===== src/cpu_flags_pkg.sv =====
// Purpose: shared constants, types and helpers of the condition-flag block
// Assumes: 32-bit APB data, one register per aligned word
// Notes: offsets, flag and operation field positions and the flag and bank pointer reset values live here once
package cpu_flags_pkg;

    // apb geometry
    localparam int ADDR_W = 8;
    localparam int DATA_W = 32;

    // register byte offsets
    localparam logic [7:0] OFS_CONDITION_CODE = 8'h00;
    localparam logic [7:0] OFS_BANK_POINTER = 8'h04;
    localparam logic [7:0] OFS_OPERATION = 8'h08;
    localparam logic [7:0] OFS_RESULT = 8'h0C;
    localparam logic [7:0] OFS_STATUS = 8'h10;
    localparam logic [7:0] OFS_GPR_BASE = 8'h20;
    localparam logic [7:0] GPR_WINDOW_MASK = 8'hE0;

    // condition_code bit positions
    localparam int CC_CARRY = 0;
    localparam int CC_OVERFLOW = 1;
    localparam int CC_ZERO = 2;
    localparam int CC_NEGATIVE = 3;
    localparam int CC_LEVEL_LOW = 4;
    localparam int CC_LEVEL_HIGH = 5;
    localparam int CC_INT_ENABLE = 6;
    localparam int CC_HALF_CARRY = 7;

    // reset values: interrupts off, allowed level 3 (lowest)
    localparam logic [7:0] CONDITION_CODE_RESET = 8'h30;
    localparam logic [4:0] BANK_POINTER_RESET = 5'h00;

    // operation register fields
    localparam int OPN_A_LSB = 0;
    localparam int OPN_B_LSB = 8;
    localparam int OPN_CODE_LSB = 16;

    // register bank geometry
    localparam int BANK_COUNT = 32;
    localparam int REGS_PER_BANK = 8;
    localparam int BANK_W = 5;
    localparam int REG_W = 3;

    // arithmetic and shift operations
    typedef enum logic [2:0] {
        OP_ADD,
        OP_ADC,
        OP_SUB,
        OP_SBC,
        OP_SHL,
        OP_SHR
    } op_t;

    // register address: banks are consecutive eight-byte regions
    function automatic logic [BANK_W+REG_W-1:0] gpr_addr(input logic [BANK_W-1:0] bank,
                                                         input logic [REG_W-1:0] regnum);
        gpr_addr = {bank, regnum};
    endfunction

    // priority level of a two-bit level code; smaller number is higher
    function automatic logic [1:0] level_of(input logic [1:0] code);
        level_of = (code == 2'h0) ? 2'h1 : code;
    endfunction

endpackage


===== src/alu_if.sv =====
// Purpose: carries operands and flag results between the core and the flag unit
// Assumes: purely combinational path
// Notes: requester drives operands, unit returns result and flags
`timescale 1ns/1ps
interface alu_if;
    import cpu_flags_pkg::*;
    logic [7:0] a;      // first operand
    logic [7:0] b;      // second operand
    op_t op;            // operation code
    logic cin;          // incoming carry
    logic [7:0] result; // operation result
    logic half;         // carry between nibbles
    logic neg;          // sign of result
    logic zero;         // result is zero
    logic ovf;          // two's complement overflow
    logic carry;        // carry out, borrow or shifted-out bit
    logic legal;        // operation code is known

    modport requester(output a, b, op, cin, input result, half, neg, zero, ovf, carry, legal);
    modport unit(input a, b, op, cin, output result, half, neg, zero, ovf, carry, legal);
endinterface


===== src/flag_unit.sv =====
// Purpose: computes an 8-bit result and its five condition flags
// Assumes: combinational, sampled by the caller
// Notes: shifts clear overflow and leave half-carry zero
`timescale 1ns/1ps
module flag_unit
    import cpu_flags_pkg::*;
(
    // operand and flag carrier
    alu_if.unit alu
);

    logic [8:0] wide;   // nine-bit sum or difference
    logic [4:0] nib;    // low nibble with carry

    // result and flags from operands
    always_comb begin
        wide = 9'h000;
        nib = 5'h00;
        alu.half = 1'b0;
        alu.ovf = 1'b0;
        alu.carry = 1'b0;
        alu.legal = 1'b1;
        unique case (alu.op)
            OP_ADD, OP_ADC: begin
                // carry in only for add-with-carry
                wide = {1'b0, alu.a} + {1'b0, alu.b} + {8'h00, alu.op == OP_ADC && alu.cin};
                nib = {1'b0, alu.a[3:0]} + {1'b0, alu.b[3:0]}
                      + {4'h0, alu.op == OP_ADC && alu.cin};
                alu.half = nib[4];
                alu.carry = wide[8];
                alu.ovf = (alu.a[7] == alu.b[7]) && (wide[7] != alu.a[7]);
            end
            OP_SUB, OP_SBC: begin
                // borrow in only for subtract-with-borrow
                wide = {1'b0, alu.a} - {1'b0, alu.b} - {8'h00, alu.op == OP_SBC && alu.cin};
                nib = {1'b0, alu.a[3:0]} - {1'b0, alu.b[3:0]}
                      - {4'h0, alu.op == OP_SBC && alu.cin};
                alu.half = nib[4];
                alu.carry = wide[8];
                alu.ovf = (alu.a[7] != alu.b[7]) && (wide[7] != alu.a[7]);
            end
            OP_SHL: begin
                // bit 7 falls out into carry
                wide = {1'b0, alu.a[6:0], 1'b0};
                alu.carry = alu.a[7];
            end
            OP_SHR: begin
                // bit 0 falls out into carry
                wide = {2'b00, alu.a[7:1]};
                alu.carry = alu.a[0];
            end
            default: begin
                // unknown code: nothing happens
                alu.legal = 1'b0;
            end
        endcase
        alu.result = wide[7:0];
        alu.neg = wide[7];
        alu.zero = (wide[7:0] == 8'h00);
    end

endmodule // flag_unit


===== src/gpr_mem.sv =====
// Purpose: banked general-purpose register storage
// Assumes: one write port, one read port, read data registered
// Notes: read data follows the address by one clock
`timescale 1ns/1ps
module gpr_mem #(
    parameter int DEPTH = 256,
    parameter int AW = 8
) (
    // clock
    input wire logic pclk,
    // write side
    input wire logic we,
    input wire logic [AW-1:0] waddr,
    input wire logic [7:0] wdata,
    // read side
    input wire logic [AW-1:0] raddr,
    output logic [7:0] rdata
);

    logic [7:0] cells [DEPTH]; // register cells, no reset needed

    // write and registered read
    always_ff @(posedge pclk) begin
        if (we) begin
            cells[waddr] <= wdata;
        end
        rdata <= cells[raddr];
    end

endmodule // gpr_mem


===== src/cpu_condition_flags.sv =====
// Purpose: condition flags, interrupt gating and banked register access
// Assumes: APB slave, every access completes with one wait state
// Notes: writing the operation register runs one arithmetic or shift step
//
// Added by the designer: the register addresses and the APB interface to the registers.
`timescale 1ns/1ps

module cpu_condition_flags
    import cpu_flags_pkg::*;
#(
    parameter int BANKS = BANK_COUNT,
    parameter int REGS = REGS_PER_BANK
) (
    // clock and reset
    input wire logic pclk,
    input wire logic presetn,
    // apb slave
    input wire logic psel,
    input wire logic penable,
    input wire logic pwrite,
    input wire logic [ADDR_W-1:0] paddr,
    input wire logic [DATA_W-1:0] pwdata,
    input wire logic [3:0] pstrb,
    output logic [DATA_W-1:0] prdata,
    output logic pready,
    output logic pslverr,
    // interrupt request from peripherals
    input wire logic irq_req,
    input wire logic [1:0] irq_level,
    // interrupt accepted toward the sequencer
    output logic irq_accept
);

    // architectural state
    // flag register, bank pointer and last result are software visible
    logic [7:0] condition_code;   // flags, level field, enable
    logic [BANK_W-1:0] bank_pointer; // active register bank
    logic [7:0] result;           // last operation result

    // next values
    // each group of state has one next-value process and one register process
    logic [7:0] next_condition_code;
    logic [BANK_W-1:0] next_bank_pointer;
    logic [7:0] next_result;
    logic [DATA_W-1:0] next_prdata;
    logic next_pready;
    logic next_pslverr;
    logic next_irq_accept;

    // decode helpers
    // all decode is combinational from the bus inputs of the current cycle and the block's own registers
    logic access_end;     // access phase ends at this edge
    logic data_phase;     // first access cycle, answer is prepared
    logic wr_done;        // write takes effect at this edge
    logic sel_cc;         // condition_code addressed
    logic sel_bank;       // bank pointer addressed
    logic sel_opn;        // operation register addressed
    logic sel_res;        // result addressed
    logic sel_stat;       // status addressed
    logic sel_gpr;        // register window addressed
    logic mapped;         // any known register
    logic [7:0] mem_rdata; // register storage read data
    logic [BANK_W+REG_W-1:0] mem_addr; // register storage address
    logic [1:0] allowed;  // allowed level code
    logic cc_write;       // software write to the flag register
    logic bank_write;     // software write to the bank pointer
    logic op_step;        // operation write runs one step
    logic [DATA_W-1:0] read_word; // read multiplexer output
    logic [1:0] level_req;   // request level number
    logic [1:0] level_allow; // allowed level number
    logic level_above;    // request strictly above allowed

    // arithmetic carrier
    // operands come straight from the write data, so the step result is
    // ready in the same cycle as the completing edge of the write
    // and no operand latch is needed
    alu_if alu ();

    // flag computation
    flag_unit u_flag_unit (
        .alu(alu.unit)
    );

    // banked register storage
    // storage is not reset: a register reads unknown until first written
    // one read port, shared address with the write port
    gpr_mem #(
        .DEPTH(BANKS * REGS),
        .AW(BANK_W + REG_W)
    ) u_gpr_mem (
        .pclk(pclk),
        .we(wr_done && sel_gpr),
        .waddr(mem_addr),
        .wdata(pwdata[7:0]),
        .raddr(mem_addr),
        .rdata(mem_rdata)
    );

    // operand fields straight from the write data; the carry in is the
    // stored carry flag, so chained adds and subtracts span several steps
    assign alu.a = pwdata[OPN_A_LSB +: 8];
    assign alu.b = pwdata[OPN_B_LSB +: 8];
    assign alu.op = op_t'(pwdata[OPN_CODE_LSB +: 3]);
    assign alu.cin = condition_code[CC_CARRY];

    // address decode: exact word offsets, storage window by mask
    // an unaligned address inside the window is refused, so a stray
    // byte access never aliases onto a neighbouring register
    always_comb begin
        // single-word registers at their byte offsets
        sel_cc = (paddr == OFS_CONDITION_CODE);
        sel_bank = (paddr == OFS_BANK_POINTER);
        sel_opn = (paddr == OFS_OPERATION);
        sel_res = (paddr == OFS_RESULT);
        sel_stat = (paddr == OFS_STATUS);
        // aligned words in the window only
        sel_gpr = ((paddr & GPR_WINDOW_MASK) == OFS_GPR_BASE) && (paddr[1:0] == 2'b00);
        // anything else answers with an error
        mapped = sel_cc || sel_bank || sel_opn || sel_res || sel_stat || sel_gpr;
    end

    // transfer phase tracking
    // the answer is prepared in the first access cycle and every effect
    // is taken at the edge that shows pready high, never earlier
    always_comb begin
        // first access cycle, pready still low
        data_phase = psel && penable && !pready;
        // completing edge of the access phase
        access_end = psel && penable && pready;
        // writes need the low byte lane; a cleared lane is ignored quietly
        wr_done = access_end && pwrite && mapped && pstrb[0];
        // per-register write strobes
        cc_write = wr_done && sel_cc;
        bank_write = wr_done && sel_bank;
        // unknown operation codes leave result and flags alone
        op_step = wr_done && sel_opn && alu.legal;
    end

    // storage address and allowed level
    // the address uses the pointer as it stands, so a pointer write is
    // complete before any later register access can use it
    always_comb begin
        // bank pointer high, register number low: consecutive eight-word banks
        mem_addr = gpr_addr(bank_pointer, paddr[2 +: REG_W]);
        // two-bit level field from the flag register
        allowed = {condition_code[CC_LEVEL_HIGH], condition_code[CC_LEVEL_LOW]};
    end

    // read multiplexer: selected register in the low bits, upper bits zero
    // storage read data lag the address by one clock; the address has stood
    // since the setup cycle, so they are settled in the first access cycle
    always_comb begin
        // zero unless a register is selected
        read_word = '0;
        if (sel_cc) begin
            // flags, level field and enable
            read_word[7:0] = condition_code;
        end else if (sel_bank) begin
            // active bank number
            read_word[BANK_W-1:0] = bank_pointer;
        end else if (sel_res) begin
            // last operation result
            read_word[7:0] = result;
        end else if (sel_stat) begin
            // accept line as the sequencer sees it
            read_word[0] = irq_accept;
        end else if (sel_gpr) begin
            // register of the active bank
            read_word[7:0] = mem_rdata;
        end else begin
            // write-only operation register and holes read zero
            read_word = '0;
        end
    end

    // bus answer: one wait state on every access
    // data and error stand only beside pready and are zero otherwise,
    // so a stale read word is never mistaken for a fresh one
    always_comb begin
        // defaults: no answer
        next_pready = data_phase;
        next_pslverr = 1'b0;
        next_prdata = '0;
        if (data_phase) begin
            // refused addresses answer with an error and zero data
            next_pslverr = !mapped;
            if (!pwrite && mapped) begin
                // read word captured for the answer cycle
                next_prdata = read_word;
            end
        end
    end

    // bus answer registers
    // outputs come straight from these flip-flops
    always_ff @(posedge pclk or negedge presetn) begin
        if (!presetn) begin
            // no answer pending
            prdata <= '0;
            pready <= 1'b0;
            pslverr <= 1'b0;
        end else begin
            // answer for one cycle only
            prdata <= next_prdata;
            pready <= next_pready;
            pslverr <= next_pslverr;
        end
    end

    // flags and result: a software write replaces the flag register,
    // an operation step updates the five flags and keeps enable and level;
    // the two never meet, as each needs its own address
    always_comb begin
        // hold by default
        next_condition_code = condition_code;
        next_result = result;
        if (cc_write) begin
            // flags, level field and enable as written
            next_condition_code = pwdata[7:0];
        end else if (op_step) begin
            // result and its five flags
            next_result = alu.result;
            next_condition_code[CC_HALF_CARRY] = alu.half;
            next_condition_code[CC_NEGATIVE] = alu.neg;
            next_condition_code[CC_ZERO] = alu.zero;
            next_condition_code[CC_OVERFLOW] = alu.ovf;
            next_condition_code[CC_CARRY] = alu.carry;
        end
    end

    // flag and result registers
    // reset leaves interrupts off and the lowest level allowed
    always_ff @(posedge pclk or negedge presetn) begin
        if (!presetn) begin
            // enable cleared, level lowest
            condition_code <= CONDITION_CODE_RESET;
            result <= 8'h00;
        end else begin
            // held unless written or stepped
            condition_code <= next_condition_code;
            result <= next_result;
        end
    end

    // bank pointer: only a software write moves it
    // upper write data bits are dropped, every pointer value is a real bank
    always_comb begin
        // hold by default
        next_bank_pointer = bank_pointer;
        if (bank_write) begin
            // new active bank
            next_bank_pointer = pwdata[BANK_W-1:0];
        end
    end

    // bank pointer register
    // the first bank is active after reset
    always_ff @(posedge pclk or negedge presetn) begin
        if (!presetn) begin
            // first bank after reset
            bank_pointer <= BANK_POINTER_RESET;
        end else begin
            // held unless written
            bank_pointer <= next_bank_pointer;
        end
    end

    // interrupt gate: request level against the allowed level
    // codes 00 and 01 share the highest level, so an allowed code of 00
    // or 01 blocks every request; level 3 requests are never accepted
    always_comb begin
        // level numbers of both codes
        level_req = level_of(irq_level);
        level_allow = level_of(allowed);
        // strictly higher priority is a smaller level number
        level_above = (level_req < level_allow);
        // the request line is a level; the enable bit gates every request
        next_irq_accept = condition_code[CC_INT_ENABLE] && irq_req && level_above;
    end

    // accept register: one cycle behind its inputs
    // enable is clear after reset, so the gate stays shut until software opens it
    always_ff @(posedge pclk or negedge presetn) begin
        if (!presetn) begin
            // nothing accepted while in reset
            irq_accept <= 1'b0;
        end else begin
            // follows the gate
            irq_accept <= next_irq_accept;
        end
    end

endmodule // cpu_condition_flags


===== config.mk =====
export PLATFORM = sky130hd
export DESIGN_NAME = cpu_condition_flags
export DESIGN_NICKNAME = d
export VERILOG_FILES = /design/src/cpu_flags_pkg.sv /design/src/alu_if.sv /design/src/flag_unit.sv /design/src/gpr_mem.sv /design/src/cpu_condition_flags.sv
export SDC_FILE = /design/constraint.sdc
export NUM_CORES = 2
export LEC_CHECK = 0
export BUFFER_PORTS_ARGS = -buffer_cell sky130_fd_sc_hd__buf_2
export CAP_MARGIN = 20
export CORE_AREA = 2 2 411 413
export DETAILED_ROUTE_END_ITERATION = 10
export DIE_AREA = 0 0 413 415
export PLACE_DENSITY_LB_ADDON = 0.2
export SYNTH_ARGS = -nofsm -noshare
export SYNTH_HDL_FRONTEND = slang
export SYNTH_SLANG_ARGS = --single-unit

===== constraint.sdc =====
create_clock -name pclk -period 4.8 [get_ports pclk]
set_clock_uncertainty 0.15 [all_clocks]
set_input_delay 0.48 -clock pclk [delete_from_list [all_inputs] [get_ports pclk]]
set_output_delay 0.48 -clock pclk [all_outputs]
set_load 0.03 [all_outputs]

==> run summary <==
Die
• 415 um — Die Height
• 0.171 sq mm — Die Area
• 0.489 — initial core utilization
• 413 um — Die Span X
• 150 — number of rows created at floorplan
• 87 — IO Count
• 0.167 sq mm — Core Box Area

STA
• no — unrepaired setup endpoints after global routing
• 256 MHz — maximum frequency from static timing analysis
• 0.273 — Max-Slew Margin vs Limit
• 0 ns — final-layout setup total negative slack
• 0.814 — Final Cycle Share
• 3.91 ns — Final Critical Period
• 0 — number of max-slew violations in the final report
• 0.0913 ns — Hold Worst Slack
• 0.892 ns — least setup slack across all paths after layout
• 0 — final hold vios
• 1.09 ns — worst slew pin tran
• 0 — Final setup viols

Clocking
• 0.86 ns — clock latency on the worst-skew pair
• 0.06 ns — clock slew at the register clock pins of the worst setup and hold paths
• 22 — hold buffers post-CTS
• 0 — post-cts resize count
• 2088 — Clock Sinks
• built — clock tree from TritonCTS
• 3 — Max Root-Sink Buffers
• 4 — htree depth
• 207 — number of CTS-inserted buffers
• sky130_fd_sc_hd__clkbuf_16 — Clk Tree Root Cell
• 0 — Setup Buffers After CTS

Logic synthesis
• 2088 — post-synthesis register bit count
• 0.754 — fraction of synthesized cell area taken by the top area cell type
• 3850 — Post-Syn Instances
• 21.2 sq um — Synth Area per Inst
• 66 — synth unique cells
• sky130_fd_sc_hd__edfxtp_1 (75%), sky130_fd_sc_hd__mux4_2 (14%), sky130_fd_sc_hd__nor2_1 (1.5%) — synth top area cells
• 2048 — number of enable-type register cells in the synthesized netlist
• sky130_fd_sc_hd__edfxtp_1 (2048), sky130_fd_sc_hd__mux4_2 (518), sky130_fd_sc_hd__nor2_1 (317) — Post-synth top cells
• 0.0815 sq mm — area of the mapped netlist
• 0 — yosys warns
• sky130_fd_sc_hd__edfxtp_1 — post-synth top area cell
• sky130_fd_sc_hd__edfxtp_1 — dominant cell by count in the synthesized netlist
• 0.0153 — share of flip-flops with an asynchronous set or reset after synthesis
• sky130_fd_sc_hd__edfxtp_1 — top flip-flop cell by instance count after synthesis
• 0.766 — sequential-to-total area share from yosys stat

Setup path
• sky130_fd_sc_hd__o221ai_1 — most prevalent standard cell on the critical path
• register — startpoint type of the worst setup path
• register to register — crit path kind
• 0.97 ns — Critical Path Max Stage Delay
• sky130_fd_sc_hd__and2_4 — standard cell with the maximum stage delay on the critical path
• 52 — Worst Path Max Fanout
• 5.38 ns — Critical Path RT
• and2_4 -> buf_4 -> a221oi_1 -> o221ai_1 -> a22oi_1 -> o221ai_1 — critical path cell sequence
• register — kind of capture point of the worst setup path
• 4.48 ns — Worst Path Arrival

Detailed routing
• 6.12 — drt via density
• 4677 — DRT iter0 DRCs
• 0 — antenna-violating nets left
• 30.4 um — average routed wire per standard cell
• 200 mm — detailed-route wire length
• 6 — DR pass1 iterations
• 0 — DR DRC count
• 40200 — number of vias in the routed layout

Global route
• 0 — GRT Residual Overflow
• 0.233 — global-route total usage across every layer
• 286 mm — global-route wire length before repair
• 5 — antenna violations before repair
• 97 — largest net degree at the start of global routing
• 40000 — vias in the first global route

Final layout
• 6574 — Non-Filler Instances
• 0.558 — fraction of the core area covered by cells at the end of the flow
• 0.275 — share of final-layout standard cells stronger than drive strength 1
• 4265 — Total Nets Final
• 14.0% — signed area change from the synthesized netlist to the final layout

Placed design
• 0.283 ns — worst slack at placement
• 46 — input/output buffers
• 6160 — Cell Count Post-Placement
• 0.863 — routability-driven placement congestion ratio
• 123 mm — HPWL reported at the end of detailed placement

Run status
• completed — result of the run

Hold path
• primary input to register — type of the worst min-delay path

Run
• 0 — number of max-cap violations

Pwr
• 0.000521 V — worst ir drop on vdd
• 409 mW/mm^2 — total power divided by cell area
• 29.3 nW — Lkg Pwr

-- cell usage in the layout, fill, tap and decap left out, types with 11 or more instances in the layout --
cell type                       instances
sky130_fd_sc_hd__a21oi_1               80
sky130_fd_sc_hd__mux2_2                11
sky130_fd_sc_hd__mux4_2               518
sky130_fd_sc_hd__clkbuf_16            207
sky130_fd_sc_hd__bufinv_16             24
sky130_fd_sc_hd__ha_1                  22
sky130_fd_sc_hd__buf_2                 36
sky130_fd_sc_hd__nor2_1               316
sky130_fd_sc_hd__mux2i_1               11
sky130_fd_sc_hd__o21ai_0               11
sky130_fd_sc_hd__a22o_1                56
sky130_fd_sc_hd__nor3_1                22
sky130_fd_sc_hd__nand2_1               40
sky130_fd_sc_hd__clkbuf_1              40
sky130_fd_sc_hd__o22ai_1               18
sky130_fd_sc_hd__clkinv_1              53
sky130_fd_sc_hd__nor2b_1               13
sky130_fd_sc_hd__dlygate4sd3_1         22
sky130_fd_sc_hd__o221ai_1              19
sky130_fd_sc_hd__inv_1                 28
sky130_fd_sc_hd__a22oi_1              148
sky130_fd_sc_hd__conb_1                24
sky130_fd_sc_hd__edfxtp_1            2048
sky130_fd_sc_hd__a221oi_1              57
sky130_fd_sc_hd__buf_4                272
sky130_fd_sc_hd__dfrtp_1               29
sky130_fd_sc_hd__clkinv_2              37
sky130_fd_sc_hd__buf_12                25
-- path summary, 6_finish.rpt --
check	start	endpoint	slack, ns	cells after the start
max in group asynchronous	presetn	bank_pointer[0]$_DFFE_PN0P_	3.80	2
setup reg to reg	bank_pointer[0]$_DFFE_PN0P_	u_gpr_mem.rdata[3]$_DFF_P_	0.89	6
min in group asynchronous	presetn	bank_pointer[4]$_DFFE_PN0P_	0.14	2
setup / recovery	bank_pointer[0]$_DFFE_PN0P_	u_gpr_mem.rdata[3]$_DFF_P_	0.89	6
hold reg to reg	pready$_DFF_PN0_	pready$_DFF_PN0_	0.35	1
hold / removal	paddr[0]	condition_code[0]$_DFFE_PN0P_	0.09	5
-- sequential cells by signal, indices dropped and copies added, names as in the netlist --
name and count:
u_gpr_mem.cells 2048, condition_code 8, prdata 8, result 8, u_gpr_mem.rdata 8, bank_pointer 5, irq_accept 1, pready 1
pslverr 1
-- cell type report --
cell class | count | area, sq um
clock buffers | 247 | 5330
fillers | 12500 | 73700
inverters | 28 | 105
multi-input cells | 1497 | 17700
repair buffers | 365 | 3090
diodes | 3 | 7.51
clock inverters | 142 | 1540
flip-flops and latches | 2088 | 62500
well taps | 2204 | 2760
-- routing by layer --
layer | GRT usage | part of all wire
met1 | 0.341 | 0.42
met2 | 0.360 | 0.48
met3 | 0.0466 | 0.080
met4 | 0.0643 | 0.025
met5 | 0 | 0.000090
-- critical path: cells and delay by family (launching register included) --
family,cells,cell delay (ns)
AOI/OAI and AO/OA,4,1.30
and+or+nand+nor,1,0.97
DFF,1,0.80
buffers and inverters,1,0.51
-- logic make-up after synthesis --
logic type | synth area share
compound gates | 0.0390
xor+xnor | 0.00118
fa+ha+maj | 0.00436
buf+inv | 0.0190
flops | 0.766
mux | 0.146
other cells | 0.0000460
simple gates | 0.0243
-- stage by stage --
stage          power [W]  instance area (sq um)
4_1_cts           0.0383                  93000
3_3_place_gp      0.0221                  85900
6_report          0.0380                  93000
2_1_floorplan     0.0214                  81600
3_5_place_dp      0.0221                  85900
5_1_grt           0.0391                  93000
-- power by group --
group | leakage, nW | internal, W | switching [W]
combinational | 7.10 | 0.000637 | 0.00109
clock | 3.33 | 0.00928 | 0.00699
sequential | 18.9 | 0.0200 | 0.00000940
(Power assumes the default switching activity.)
